## src/cdr_ctrl_pkg.sv

```systemverilog
// Register map, field positions and timing constants of the CDR control
package cdr_ctrl_pkg;

   // ****************************************************************
   // Serial slave address
   // ****************************************************************
   localparam logic       ADDR_MSB_FIXED   = 1'b1;
   localparam logic [4:0] ADDR_LOW_FIXED   = 5'h00;
   localparam int         BYTE_BITS        = 8;
   localparam logic [3:0] BIT_COUNT_FULL   = 4'h8;

   // ****************************************************************
   // Register subaddresses (eight in all)
   // ****************************************************************
   localparam int         NUM_REGS         = 8;
   localparam logic [2:0] SUB_REF_CONTROL  = 3'h0;
   localparam logic [2:0] SUB_AUX_CONTROL  = 3'h1;
   localparam logic [2:0] SUB_OUT_CONTROL  = 3'h2;
   localparam logic [2:0] SUB_STATUS       = 3'h3;
   localparam logic [2:0] SUB_LAST         = 3'h7;

   // ****************************************************************
   // Field positions and reset values
   // ****************************************************************
   localparam int         REF_LOCK_BIT     = 0;
   localparam int         FINE_RATE_BIT    = 1;
   localparam int         RATIO_LSB        = 2;
   localparam int         RATIO_MSB        = 5;
   localparam int         RANGE_LSB        = 6;
   localparam int         RANGE_MSB        = 7;
   localparam int         AUX_ACQ_BIT      = 5;
   localparam int         AUX_STICKY_CLR   = 6;
   localparam int         AUX_STATIC_BIT   = 7;
   localparam int         OUT_SQ_MODE_BIT  = 1;
   localparam int         STAT_LOL_BIT     = 0;
   localparam int         STAT_STICKY_BIT  = 4;
   localparam logic [7:0] REF_CONTROL_RST  = 8'h00;
   localparam logic [7:0] AUX_CONTROL_RST  = 8'h00;
   localparam logic [7:0] OUT_CONTROL_RST  = 8'h00;

   // ****************************************************************
   // Harmonic check window, in data transitions of the new rate
   // ****************************************************************
   localparam int         HARM_TRANSITIONS = 16384;

endpackage : cdr_ctrl_pkg

```

## src/i2c_line_events.sv

```systemverilog
// Start, stop and clock edge detection on the two-wire serial lines
`timescale 1ns/10ps
module i2c_line_events (
   input  wire logic clk_sys_i,
   input  wire logic rst_i,
   input  wire logic scl_i,
   input  wire logic sda_i,
   output logic      start_o,
   output logic      stop_o,
   output logic      scl_rise_o,
   output logic      scl_fall_o,
   output logic      sda_o
);

   logic scl_r;
   logic sda_r;

   always_ff @(posedge clk_sys_i or posedge rst_i) begin
      if (rst_i) begin
         scl_r <= 1'b1;
         sda_r <= 1'b1;
      end else begin
         scl_r <= scl_i;
         sda_r <= sda_i;
      end
   end

   // Data moving while the clock stays high marks start or stop
   assign start_o    = scl_r & scl_i & sda_r & ~sda_i;
   assign stop_o     = scl_r & scl_i & ~sda_r & sda_i;
   assign scl_rise_o = ~scl_r & scl_i;
   assign scl_fall_o = scl_r & ~scl_i;
   assign sda_o      = sda_i;

endmodule : i2c_line_events

```

## src/cdr_control_i2c_slave.sv

```systemverilog
// Serial register port, lock indicator and squelch control of a CDR
`timescale 1ns/10ps
module cdr_control_i2c_slave
   import cdr_ctrl_pkg::*;
#(
   parameter int HARM_COUNT = HARM_TRANSITIONS
) (
   input  wire logic       clk_sys_i,
   input  wire logic       rst_i,
   input  wire logic       scl_i,
   input  wire logic       sda_i,
   output logic            sda_o,
   output logic            sda_oe_o,
   input  wire logic       addr_select_pin_i,
   input  wire logic       squelch_i,
   input  wire logic       rec_clock_i,
   input  wire logic       rec_data_i,
   input  wire logic       freq_within_i,
   input  wire logic       freq_error_i,
   input  wire logic       harm_suspect_i,
   input  wire logic       data_transition_i,
   output logic            recovered_clock_out_o,
   output logic            recovered_data_out_o,
   output logic            loss_of_lock_o,
   output logic            acq_restart_o,
   output logic            ref_lock_en_o,
   output logic            fine_rate_en_o,
   output logic [1:0]      ref_range_o,
   output logic [3:0]      ref_ratio_o
);

   // ****************************************************************
   // Serial slave state machine
   // ****************************************************************
   typedef enum logic [8:0] {
      ST_IDLE     = 9'h001,
      ST_ADDR     = 9'h002,
      ST_ACK_ADDR = 9'h004,
      ST_SUB      = 9'h008,
      ST_ACK_SUB  = 9'h010,
      ST_WRITE    = 9'h020,
      ST_ACK_WR   = 9'h040,
      ST_READ     = 9'h080,
      ST_ACK_RD   = 9'h100
   } slave_state_t;

   slave_state_t state_r;
   logic [7:0]   shift_r;
   logic [7:0]   tx_r;
   logic [3:0]   bitcnt_r;
   logic [2:0]   ptr_r;
   logic         rw_r;
   logic         mack_r;
   logic         sda_oe_r;
   logic [7:0]   ref_ctl_r;
   logic [7:0]   aux_ctl_r;
   logic [7:0]   out_ctl_r;
   logic         lol_r;
   logic         lol_pin_r;
   logic         sticky_r;
   logic         acq_pulse_r;
   logic         clk_out_r;
   logic         data_out_r;
   logic [$clog2(HARM_COUNT+1)-1:0] harm_cnt_r;

   wire start_w;
   wire stop_w;
   wire rise_w;
   wire fall_w;
   wire sda_w;

   i2c_line_events u_events (
      .clk_sys_i  (clk_sys_i),
      .rst_i      (rst_i),
      .scl_i      (scl_i),
      .sda_i      (sda_i),
      .start_o    (start_w),
      .stop_o     (stop_w),
      .scl_rise_o (rise_w),
      .scl_fall_o (fall_w),
      .sda_o      (sda_w)
   );

   // Saturating step keeps reads parked on the last register
   function automatic logic [2:0] next_ptr(input logic [2:0] p);
      next_ptr = (p == SUB_LAST) ? SUB_LAST : p + 3'h1;
   endfunction : next_ptr

   // Registers come in as arguments so the caller sees every change
   function automatic logic [7:0] reg_read(input logic [2:0] p,
                                           input logic [7:0] r_ref,
                                           input logic [7:0] r_aux,
                                           input logic [7:0] r_out,
                                           input logic [7:0] stat);
      reg_read = (p == SUB_REF_CONTROL) ? r_ref :
                 (p == SUB_AUX_CONTROL) ? r_aux :
                 (p == SUB_OUT_CONTROL) ? r_out :
                 (p == SUB_STATUS)      ? stat  : 8'h00;
   endfunction : reg_read

   wire [6:0] own_addr_w   = {ADDR_MSB_FIXED, addr_select_pin_i,
                              ADDR_LOW_FIXED};
   wire       byte_done_w  = fall_w & (bitcnt_r == BIT_COUNT_FULL);
   wire       addr_hit_w   = shift_r[7:1] == own_addr_w;
   wire       sub_ok_w     = shift_r < 8'(NUM_REGS);
   wire       wr_strobe_w  = (state_r == ST_WRITE) & byte_done_w;
   wire [7:0] status_w     = 8'({sticky_r, 3'h0, lol_r}) & 8'h11;
   wire [2:0] rd_ptr_w     = (state_r == ST_ACK_RD) ? next_ptr(ptr_r)
                                                     : ptr_r;
   wire [7:0] rd_byte_w    = reg_read(rd_ptr_w, ref_ctl_r, aux_ctl_r,
                                      out_ctl_r, status_w);

   always_ff @(posedge clk_sys_i or posedge rst_i) begin
      if (rst_i) begin
         state_r  <= ST_IDLE;
         shift_r  <= 8'h00;
         tx_r     <= 8'h00;
         bitcnt_r <= 4'h0;
         ptr_r    <= 3'h0;
         rw_r     <= 1'b0;
         mack_r   <= 1'b0;
         sda_oe_r <= 1'b0;
      end else if (stop_w) begin
         state_r  <= ST_IDLE;
         sda_oe_r <= 1'b0;
      end else if (start_w) begin
         state_r  <= ST_ADDR;
         bitcnt_r <= 4'h0;
         sda_oe_r <= 1'b0;
      end else begin
         if (rise_w) begin
            shift_r  <= {shift_r[6:0], sda_w};
            bitcnt_r <= bitcnt_r + 4'h1;
            if (state_r == ST_ACK_RD) begin
               mack_r <= ~sda_w;
            end
         end
         unique case (state_r)
            ST_IDLE: begin
            end
            ST_ADDR: begin
               if (byte_done_w) begin
                  if (addr_hit_w) begin
                     state_r  <= ST_ACK_ADDR;
                     rw_r     <= shift_r[0];
                     sda_oe_r <= 1'b1;
                  end else begin
                     state_r <= ST_IDLE;
                  end
               end
            end
            ST_ACK_ADDR: begin
               if (fall_w) begin
                  bitcnt_r <= 4'h0;
                  if (rw_r) begin
                     state_r  <= ST_READ;
                     tx_r     <= {rd_byte_w[6:0], 1'b0};
                     sda_oe_r <= ~rd_byte_w[7];
                  end else begin
                     state_r  <= ST_SUB;
                     sda_oe_r <= 1'b0;
                  end
               end
            end
            ST_SUB: begin
               if (byte_done_w) begin
                  if (sub_ok_w) begin
                     state_r  <= ST_ACK_SUB;
                     ptr_r    <= shift_r[2:0];
                     sda_oe_r <= 1'b1;
                  end else begin
                     state_r <= ST_IDLE;
                  end
               end
            end
            ST_ACK_SUB, ST_ACK_WR: begin
               if (fall_w) begin
                  state_r  <= ST_WRITE;
                  bitcnt_r <= 4'h0;
                  sda_oe_r <= 1'b0;
               end
            end
            ST_WRITE: begin
               if (byte_done_w) begin
                  state_r  <= ST_ACK_WR;
                  ptr_r    <= next_ptr(ptr_r);
                  sda_oe_r <= 1'b1;
               end
            end
            ST_READ: begin
               if (byte_done_w) begin
                  state_r  <= ST_ACK_RD;
                  sda_oe_r <= 1'b0;
               end else if (fall_w) begin
                  tx_r     <= {tx_r[6:0], 1'b0};
                  sda_oe_r <= ~tx_r[7];
               end
            end
            ST_ACK_RD: begin
               if (fall_w) begin
                  if (mack_r) begin
                     state_r  <= ST_READ;
                     ptr_r    <= rd_ptr_w;
                     bitcnt_r <= 4'h0;
                     tx_r     <= {rd_byte_w[6:0], 1'b0};
                     sda_oe_r <= ~rd_byte_w[7];
                  end else begin
                     state_r <= ST_IDLE;
                  end
               end
            end
         endcase
      end
   end

   // ****************************************************************
   // Control registers
   // ****************************************************************
   // Software must not set both reference enables; no guard is added
   // so that a readback shows exactly what was written.
   always_ff @(posedge clk_sys_i or posedge rst_i) begin
      if (rst_i) begin
         ref_ctl_r <= REF_CONTROL_RST;
         aux_ctl_r <= AUX_CONTROL_RST;
         out_ctl_r <= OUT_CONTROL_RST;
      end else if (wr_strobe_w) begin
         if (ptr_r == SUB_REF_CONTROL) begin
            ref_ctl_r <= shift_r;
         end
         if (ptr_r == SUB_AUX_CONTROL) begin
            aux_ctl_r <= shift_r;
         end
         if (ptr_r == SUB_OUT_CONTROL) begin
            out_ctl_r <= shift_r;
         end
      end
   end

   wire aux_wr_w   = wr_strobe_w & (ptr_r == SUB_AUX_CONTROL);
   wire ref_wr_w   = wr_strobe_w & (ptr_r == SUB_REF_CONTROL);
   wire acq_cmd_w  = aux_wr_w & aux_ctl_r[AUX_ACQ_BIT]
                     & ~shift_r[AUX_ACQ_BIT];
   wire clr_cmd_w  = aux_wr_w & aux_ctl_r[AUX_STICKY_CLR]
                     & ~shift_r[AUX_STICKY_CLR];
   wire relock_w   = ref_wr_w & ~ref_ctl_r[REF_LOCK_BIT]
                     & shift_r[REF_LOCK_BIT];
   wire ref_mode_w = ref_ctl_r[REF_LOCK_BIT];

   // ****************************************************************
   // Lock indicator and harmonic check
   // ****************************************************************
   wire harm_hit_w = harm_cnt_r == ($clog2(HARM_COUNT+1))'(HARM_COUNT - 1)
                     & data_transition_i;
   wire set_lol_w  = freq_error_i | harm_hit_w | acq_cmd_w | relock_w;

   always_ff @(posedge clk_sys_i or posedge rst_i) begin
      if (rst_i) begin
         harm_cnt_r <= '0;
      end else if (ref_mode_w | lol_r | ~harm_suspect_i | harm_hit_w) begin
         harm_cnt_r <= '0;
      end else if (data_transition_i) begin
         harm_cnt_r <= harm_cnt_r + 1'b1;
      end
   end

   always_ff @(posedge clk_sys_i or posedge rst_i) begin
      if (rst_i) begin
         lol_r       <= 1'b1;
         sticky_r    <= 1'b0;
         acq_pulse_r <= 1'b0;
         lol_pin_r   <= 1'b1;
      end else begin
         if (set_lol_w) begin
            lol_r <= 1'b1;
         end else if (freq_within_i) begin
            lol_r <= 1'b0;
         end
         if (set_lol_w | lol_r) begin
            sticky_r <= 1'b1;
         end else if (clr_cmd_w) begin
            sticky_r <= 1'b0;
         end
         acq_pulse_r <= set_lol_w & ~lol_r;
         // Pin trails the flags by one clock so it leaves a flip-flop
         lol_pin_r   <= aux_ctl_r[AUX_STATIC_BIT] ? sticky_r
                                                  : lol_r;
      end
   end

   // ****************************************************************
   // Squelch of the recovered outputs
   // ****************************************************************
   wire sq_mode_w  = out_ctl_r[OUT_SQ_MODE_BIT];
   wire sq_clk_w   = sq_mode_w ? ~squelch_i : squelch_i;
   wire sq_data_w  = squelch_i;

   always_ff @(posedge clk_sys_i or posedge rst_i) begin
      if (rst_i) begin
         clk_out_r  <= 1'b0;
         data_out_r <= 1'b0;
      end else begin
         clk_out_r  <= rec_clock_i & ~sq_clk_w;
         data_out_r <= rec_data_i & ~sq_data_w;
      end
   end

   assign sda_o                 = 1'b0;
   assign sda_oe_o              = sda_oe_r;
   assign recovered_clock_out_o = clk_out_r;
   assign recovered_data_out_o  = data_out_r;
   assign loss_of_lock_o        = lol_pin_r;
   assign acq_restart_o         = acq_pulse_r;
   assign ref_lock_en_o         = ref_ctl_r[REF_LOCK_BIT];
   assign fine_rate_en_o        = ref_ctl_r[FINE_RATE_BIT];
   assign ref_range_o           = ref_ctl_r[RANGE_MSB:RANGE_LSB];
   assign ref_ratio_o           = ref_ctl_r[RATIO_MSB:RATIO_LSB];
endmodule : cdr_control_i2c_slave

```

## config.mk

```make
export PLATFORM = sky130hd
export DESIGN_NAME = cdr_control_i2c_slave
export DESIGN_NICKNAME = d
export VERILOG_FILES = /design/src/cdr_ctrl_pkg.sv /design/src/i2c_line_events.sv /design/src/cdr_control_i2c_slave.sv
export SDC_FILE = /design/constraint.sdc
export NUM_CORES = 1
export LEC_CHECK = 0
export ABC_AREA = 1
export BUFFER_PORTS_ARGS = -buffer_cell sky130_fd_sc_hd__buf_2
export CELL_PAD_IN_SITES_DETAIL_PLACEMENT = 2
export CELL_PAD_IN_SITES_GLOBAL_PLACEMENT = 2
export CORE_MARGIN = 1.5
export CORE_UTILIZATION = 40
export CTS_CLUSTER_SIZE = 30
export DETAILED_ROUTE_END_ITERATION = 8
export GPL_TIMING_DRIVEN = 0
export PLACE_DENSITY_LB_ADDON = 0.15
export SLEW_MARGIN = 40
export SYNTH_ARGS = -nofsm -noshare
export SYNTH_HDL_FRONTEND = slang
export SYNTH_SLANG_ARGS = --single-unit
export TNS_END_PERCENT = 5
```

## constraint.sdc

```tcl
create_clock -name clk_sys_i -period 4.7 [get_ports clk_sys_i]
set_input_delay 0.705 -clock clk_sys_i [delete_from_list [all_inputs] [get_ports clk_sys_i]]
set_output_delay 0.705 -clock clk_sys_i [all_outputs]
set_load 0.005 [all_outputs]
```

# Word level (Yosys, flattened, before mapping)
# Index checks and enable logic that the tools add are counted.
dict set report totals {
  regBits 82
  latch_bits 0
  ram_bits 0
  rom_bits 0
  input_bits 12
  out_inout_bits 14
  elab_cells 186
  memories 0
}
dict set report op_classes {
  addsub 3
  mul 0
  n_div 0
  magnitude_cmp 1
  n_eq_ne 37
  shifts 0
  n_mux 62
  bitwise_logic 43
  n_reduce_logical 20
}
# cell count
set op_table {}
lappend op_table {{8-bit two-way mux} 11}
lappend op_table {{9-bit two-way mux} 9}
lappend op_table {{9-bit case mux with 7 select lines} 1}
lappend op_table {{4-bit != test (second input constant)} 10}
lappend op_table {{15-bit two-way mux} 2}
lappend op_table {{3-bit two-way mux} 8}
lappend op_table {{8-bit case mux with 3 select lines} 1}
lappend op_table {{1-bit AND} 21}
lappend op_table {{1-bit two-way mux} 20}
lappend op_table {{4-bit two-way mux} 5}
lappend op_table {{2-bit != test (second input constant)} 9}
lappend op_table {{8-bit AND reduction} 2}
lappend op_table {{15-bit by 1-bit adder with 15-bit output (second input constant)} 1}
lappend op_table {{15-bit by 14-bit == test with 1-bit output (second input constant)} 1}
lappend op_table {{1-bit NOT} 15}
lappend op_table {{11-bit AND reduction} 1}
lappend op_table {{5-bit two-way mux} 2}
lappend op_table {{3-bit by 2-bit == test with 1-bit output (second input constant)} 3}
lappend op_table {{9-bit by 2-bit == test with 1-bit output (second input constant)} 1}
lappend op_table {{9-bit by 3-bit == test with 1-bit output (second input constant)} 1}
lappend op_table {{9-bit by 4-bit == test with 1-bit output (second input constant)} 1}
lappend op_table {{9-bit by 5-bit == test with 1-bit output (second input constant)} 1}
lappend op_table {{9-bit by 6-bit == test with 1-bit output (second input constant)} 1}
lappend op_table {{9-bit by 7-bit == test with 1-bit output (second input constant)} 1}
lappend op_table {{25 further kinds} 38}

# Depth between registers and ports, before layout
dict set report logic_depth {
  ltp_word 14
  ltp_mapped 13
  mapped_depth_nobuf 13
}

# Cells and area by module
# A second synthesis with hierarchy kept.
dict set report hier_totals {
  hier_cells 582
  area_unflattened_um2 4463.0
}
# mod instances cells_each area_per_inst_um2 seq_area_each_um2
set modules_own_cells {}
lappend modules_own_cells {cdr_control_i2c_slave 1 567 4357.9 1980.6}
lappend modules_own_cells {i2c_line_events 1 15 105.1 52.6}

# Worst setup path after synthesis
# Ideal clock, no wire load.
dict set report synth_path {
  kind {input-to-reg}
  start {in data_transition_i}
  end {reg harm_cnt_r[10]}
  setup_time_ps 123
  t_arrival_ps 1754
  t_required_ps 4577
  setup_slack_ps 2822
  cell_stages 10
  n_path_buf 1
  path_cell_list {clkbuf_1 > inv_1 > nand2_1 > nand3_1 > nor2_1 > inv_1 > nor2_1 > nand2_1 > o21ai_0 > a21oi_1}
}
dict set report synth_between {
  elab_chain_cells 3
  word_cells_on_any_way 4
  classes_between {1 x mux; 2 x bitwise; 1 x reduce/logical}
}
# element line_no
set synth_rtl {}
lappend synth_rtl {{start: declaration} cdr_control_i2c_slave.sv:21} ;# input wire logic data_transition_i,
lappend synth_rtl {{1-bit AND} cdr_control_i2c_slave.sv:253} ;# & data_transition_i;
lappend synth_rtl {{1-bit OR} cdr_control_i2c_slave.sv:259} ;# end else if (ref_mode_w | lol_r | ~harm_suspect_i | harm_hit_w) begin
lappend synth_rtl {{15-bit two-way mux / 2-bit nonzero test (equally long branches)} --}
lappend synth_rtl {{end signal: assignment} cdr_control_i2c_slave.sv:262} ;# harm_cnt_r <= harm_cnt_r + 1'b1;
lappend synth_rtl {{end: declaration} cdr_control_i2c_slave.sv:64} ;# logic [$clog2(HARM_COUNT+1)-1:0] harm_cnt_r;
# Several ways; a longest one is shown, not always the timed one.
# A chain may end at the register's enable or synchronous reset.

# Worst setup path in the final report
dict set report layout_path {
  start {reg ptr_r[0]}
  end {reg sda_oe_r, in the netlist sda_oe_o}
}
dict set report layout_between {
  elab_chain_cells 13
  word_cells_on_any_way 18
  classes_between {1 x add/sub; 3 x eq/ne; 12 x mux; 1 x bitwise; 1 x reduce/logical}
}
# element line_no
set layout_rtl {}
lappend layout_rtl {{start: declaration} cdr_control_i2c_slave.sv:51} ;# logic [2:0] ptr_r;
lappend layout_rtl {{start signal: assignment} cdr_control_i2c_slave.sv:169} ;# ptr_r <= shift_r[2:0];
lappend layout_rtl {{start signal: assignment} cdr_control_i2c_slave.sv:186} ;# ptr_r <= next_ptr(ptr_r);
lappend layout_rtl {{start signal: assignment} cdr_control_i2c_slave.sv:203} ;# ptr_r <= rd_ptr_w;
lappend layout_rtl {{3-bit by 1-bit adder with 3-bit output / 3-bit == test (equally long branches)} cdr_control_i2c_slave.sv:86} ;# next_ptr = (p == SUB_LAST) ? SUB_LAST : p + 3'h1;
lappend layout_rtl {{3-bit two-way mux} cdr_control_i2c_slave.sv:86}
lappend layout_rtl {{3-bit two-way mux *} cdr_control_i2c_slave.sv:108} ;# wire [2:0] rd_ptr_w = (state_r == ST_ACK_RD) ? next_ptr(ptr_r)
lappend layout_rtl {{3-bit by 2-bit == test with 1-bit output} cdr_control_i2c_slave.sv:97} ;# (p == SUB_OUT_CONTROL) ? r_out :
lappend layout_rtl {{8-bit two-way mux} cdr_control_i2c_slave.sv:97}
lappend layout_rtl {{8-bit two-way mux} cdr_control_i2c_slave.sv:96} ;# (p == SUB_AUX_CONTROL) ? r_aux :
lappend layout_rtl {{8-bit two-way mux *} cdr_control_i2c_slave.sv:95} ;# reg_read = (p == SUB_REF_CONTROL) ? r_ref :
lappend layout_rtl {{1-bit NOT *} {cdr_control_i2c_slave.sv:158, cdr_control_i2c_slave.sv:206}}
lappend layout_rtl {{1-bit two-way mux, on equally long branches} {cdr_control_i2c_slave.sv:201, cdr_control_i2c_slave.sv:155}}
lappend layout_rtl {{1-bit two-way mux, on equally long branches} {cdr_control_i2c_slave.sv:200, cdr_control_i2c_slave.sv:153}}
lappend layout_rtl {{1-bit case mux with 7 select lines *} cdr_control_i2c_slave.sv:138} ;# unique case (state_r)
lappend layout_rtl {{1-bit two-way mux *} cdr_control_i2c_slave.sv:126} ;# end else if (start_w) begin
lappend layout_rtl {{1-bit two-way mux *} cdr_control_i2c_slave.sv:123} ;# end else if (stop_w) begin
lappend layout_rtl {{end signal: assignment} cdr_control_i2c_slave.sv:158} ;# sda_oe_r <= ~rd_byte_w[7];
lappend layout_rtl {{end signal: assignment} cdr_control_i2c_slave.sv:196} ;# sda_oe_r <= ~tx_r[7];
lappend layout_rtl {{end signal: assignment} cdr_control_i2c_slave.sv:206} ;# sda_oe_r <= ~rd_byte_w[7];
lappend layout_rtl {{end: declaration} cdr_control_i2c_slave.sv:54} ;# logic sda_oe_r;
# Mark *: on every way between the ends. The rest lies on a longest branch, timed or not. The select of a mux whose other input is x is not followed.

==> summary.md <==
| Metric | Value |
|---|---|
| Die area | `about 12000 sq um` |
| Most used flip-flop cell after synthesis | `dfrtp_1` |
| Slew Limit Fails | `0` |
| DR vias | `approximately 4000` |
| CP Data Required Time | `just under 5 ns` |
| DPL Wire Length | `10700 um` |
| Crit Path Category | `register to register` |
| Reg clk slew, reported paths | `roughly 0.060 ns` |
| Period Utilization, post-route | `47.1%` |
| DR iter-0 viols | `123` |
| Slowest CP cell | `dfrtp_1` |
| Worst r2r src | `ptr_r[0]` |
| Total track usage | `25.9%` |
| Num CTS Buffers | `9` |
| Met3 GRT Util | `~3.9%` |
| Yosys reg bits | `81` |
| Routability congestion estimate | `0.804` |
| Ant diodes | `0` |
| GR Layer Usage met1 | `between 30% and 40%` |
| Area grow syn2layout | `13.8%` |
| Overflow after GRT | `0` |
| Max-cap violation count | `0` |
| Final std cells w/o fill | `between 700 and 800` |
| I/O Buffers | `23` |
| Vias in the first global route | `approximately 4500` |
| CTS tree | `built` |
| Top cell by count, worst path | `nand2_1` |
| Peak supply drop | `about 260 uV` |
| WL/cell | `roughly 19 um` |
| Placed Cells incl. Taps | `747` |
| Post-synthesis sequential area ratio | `about 44%` |
| Synthesized area per cell | `7.95 sq um` |
| CTS sink count | `between 80 and 90` |
| CTS Buffer Depth | `2` |
| Hold Buf Count CTS | `0` |
| Syn Nets | `599` |
| H-tree Lvls | `3` |
| Crit start category | `register` |
| Vias/cell | `~5.3` |
| CP Cell Sequence | `inv_1, ha_1, a21oi_1, nand2_1, nand2_2, nand3_4, nor2_1, nor2_1, nand2_1, nand2_1, nand2_1, nand2_1` |
| Critical path arrival | `2.45 ns` |
| Clk_skew | `between 0.005 and 0.006 ns` |
| Initial antenna violation count | `0` |
| Post-Route WL | `14400 um` |
| RSZ-0062 raised after global routing | `false` |
| Setup slack, reg-to-reg | `around 2.5 ns` |
| Largest stage delay, worst path | `~0.46 ns` |
| Yosys warning count | `0` |
| Post-DRT Antenna Nets | `0` |
| Hold crit path type | `input pin to async pin` |
| Core area | `11300 sq um` |
| Final #Nets | `about 630` |
| Largest net degree at the start of global routing | `48` |
| Rows | `39` |
| DRC | `0` |
| Root buf cell | `clkbuf_16` |
| Netlist cell types | `39` |
| F_max | `about 450 MHz` |
| Hold Vio Cnt, Final | `0` |
| First-pass GRT wire length | `23400 um` |
| Number of flops mapped to enable cells by yosys | `0` |
| Nature of the critical path endpoint | `register` |
| Run status | `complete, no violations` |
| I/O Pins | `26` |
| Synth Cell Area | `4610 sq um` |
| Post-Synthesis Cells | `580` |
| Fraction of registers with async set/reset | `100%` |
| Die W | `110 um` |
| GRT met2 Usage | `a little under half` |
| Leakage power | `roughly 2.5 nW` |
| Pwr Density | `~480 nW/um^2` |
| Post-CTS Resized | `0` |
| Post-CTS setup buffers | `0` |
| Min Tclk post-route | `between 2 and 2.5 ns` |
| Starting Density | `between 40% and 50%` |
| Reg2reg end | `sda_oe_o` |
| Crit-path max FO | `9` |
| R2R cell count | `12` |
| First-pass DRT Iterations | `4` |
| GR peak layer | `met2` |
| Layout cell share with drive strength beyond 1 | `a little under a fifth` |
| Die H | `between 100 and 150 um` |
| Final setup violation count | `0` |
| Setup TNS | `0 ns` |
| Worst-Skew Late Latency | `between 0.3 and 0.4 ns` |
[cell usage after synthesis (2+ instances only)]
library cell	n	share of area (%)
o22ai_1	3	0.41
nor2_2	6	0.81
nor2_4	11	2.7
nand2_4	5	1.2
nand3_1	33	3.6
and3_1	2	0.27
nand4_1	14	1.9
buf_2	4	0.43
clkbuf_1	3	0.24
nor3_1	6	0.65
o21ai_1	30	3.3
xnor2_1	2	0.38
ha_1	7	1.9
a21oi_1	20	2.2
o21ai_2	6	1.1
dfstp_2	5	2.8
o211ai_1	6	0.98
xor2_1	6	1.1
inv_2	12	0.98
dfrtp_1	76	41
nor2_1	63	5.1
o21ai_0	24	2.6
nand2_1	137	11
inv_1	64	5.2
nand2_2	9	1.2
nand3_4	4	1.5
nand3_2	10	2.2
[metal layers]
layer	wire length (um)	share of wire [%]
met1	6210	43
met3	310	2.2
met2	7530	52
met4	299	2.1
met5	0	0
[worst max-delay path by stage]
stage                     startpoint                    end  slack [ns]
after global routing        ptr_r[0]               sda_oe_o        2.31
final                       ptr_r[0]               sda_oe_o        2.49
after CTS                   ptr_r[0]               sda_oe_o        2.49
after floorplan                rst_i          acq_restart_o        1.92
after global placement         rst_i  recovered_clock_out_o        0.75
after detailed placement       scl_i           ref_ctl_r[0]        2.39
[area by class of cell]
type                       count  area (sq um)
buffer                         9          50.0
clock buffer                  12           256
clock inverter                 4          51.3
fill                        1302          6070
inverter                      76           290
multi-input combinational    414          2240
sequential                    81          2030
tap                          143           179
timing repair buffer          24           143
[through the flow]
step	hold slack, ns	utilization, %	total power, mW	setup WS, ns	instance area [sq um]
floorplan	0.447	-	1.53	1.92	4610
global placement	0.465	43.3	1.73	0.752	4910
detailed placement	0.482	43.6	1.79	2.39	4940
CTS	0.346	46.3	2.56	2.49	5250
global route	0.360	46.3	2.70	2.31	5250
finish	0.338	46.3	2.53	2.49	5250
[critical path, delay by kind of cell, from the launching register on]
family          cells  cell delay [ns]
flops               1             0.46
compound gates      1             0.32
buf+inv             1             0.13
simple gates        9             0.87
fa+ha+maj           1             0.31
[power by group]
part           internal [mW]  switching, mW  leakage, nW
clock                  0.441          0.296        0.149
sequential             0.796         0.0845         1.07
combinational          0.271          0.646         1.26
total                   1.51           1.03         2.48
[cell usage in the layout (no fill, tap or decap), types with 11 or more instances in the layout]
master,instances
nor2_1,63
nand4_1,14
o21ai_1,30
o21ai_0,24
buf_2,27
inv_2,12
dfrtp_1,76
nor2_4,11
inv_1,63
nand2_1,137
a21oi_1,20
nand3_1,33
[cells by family after synthesis]
logic type / after synthesis / synth area share (%)
AOI/OAI and AO/OA: 92 / 11.0
xor gates and xnor gates: 8 / 1.52
adders and majority gates: 7 / 1.90
buffers and inverters: 85 / 7.27
DFF: 81 / 44.1
other: 1 / 0.0813
and+or+nand+nor: 306 / 34.1
[registers in the layout (all words and copies together), names as in the netlist, 3 cells and up]
register and cells:
bitcnt_r 4, shift_r 8, aux_ctl_r 8, state_r 9, harm_cnt_r 15, tx_r 7
out_ctl_r 8, ptr_r 3, ref_ctl_r 8
Note: power is estimated with default switching activity, not from simulation.
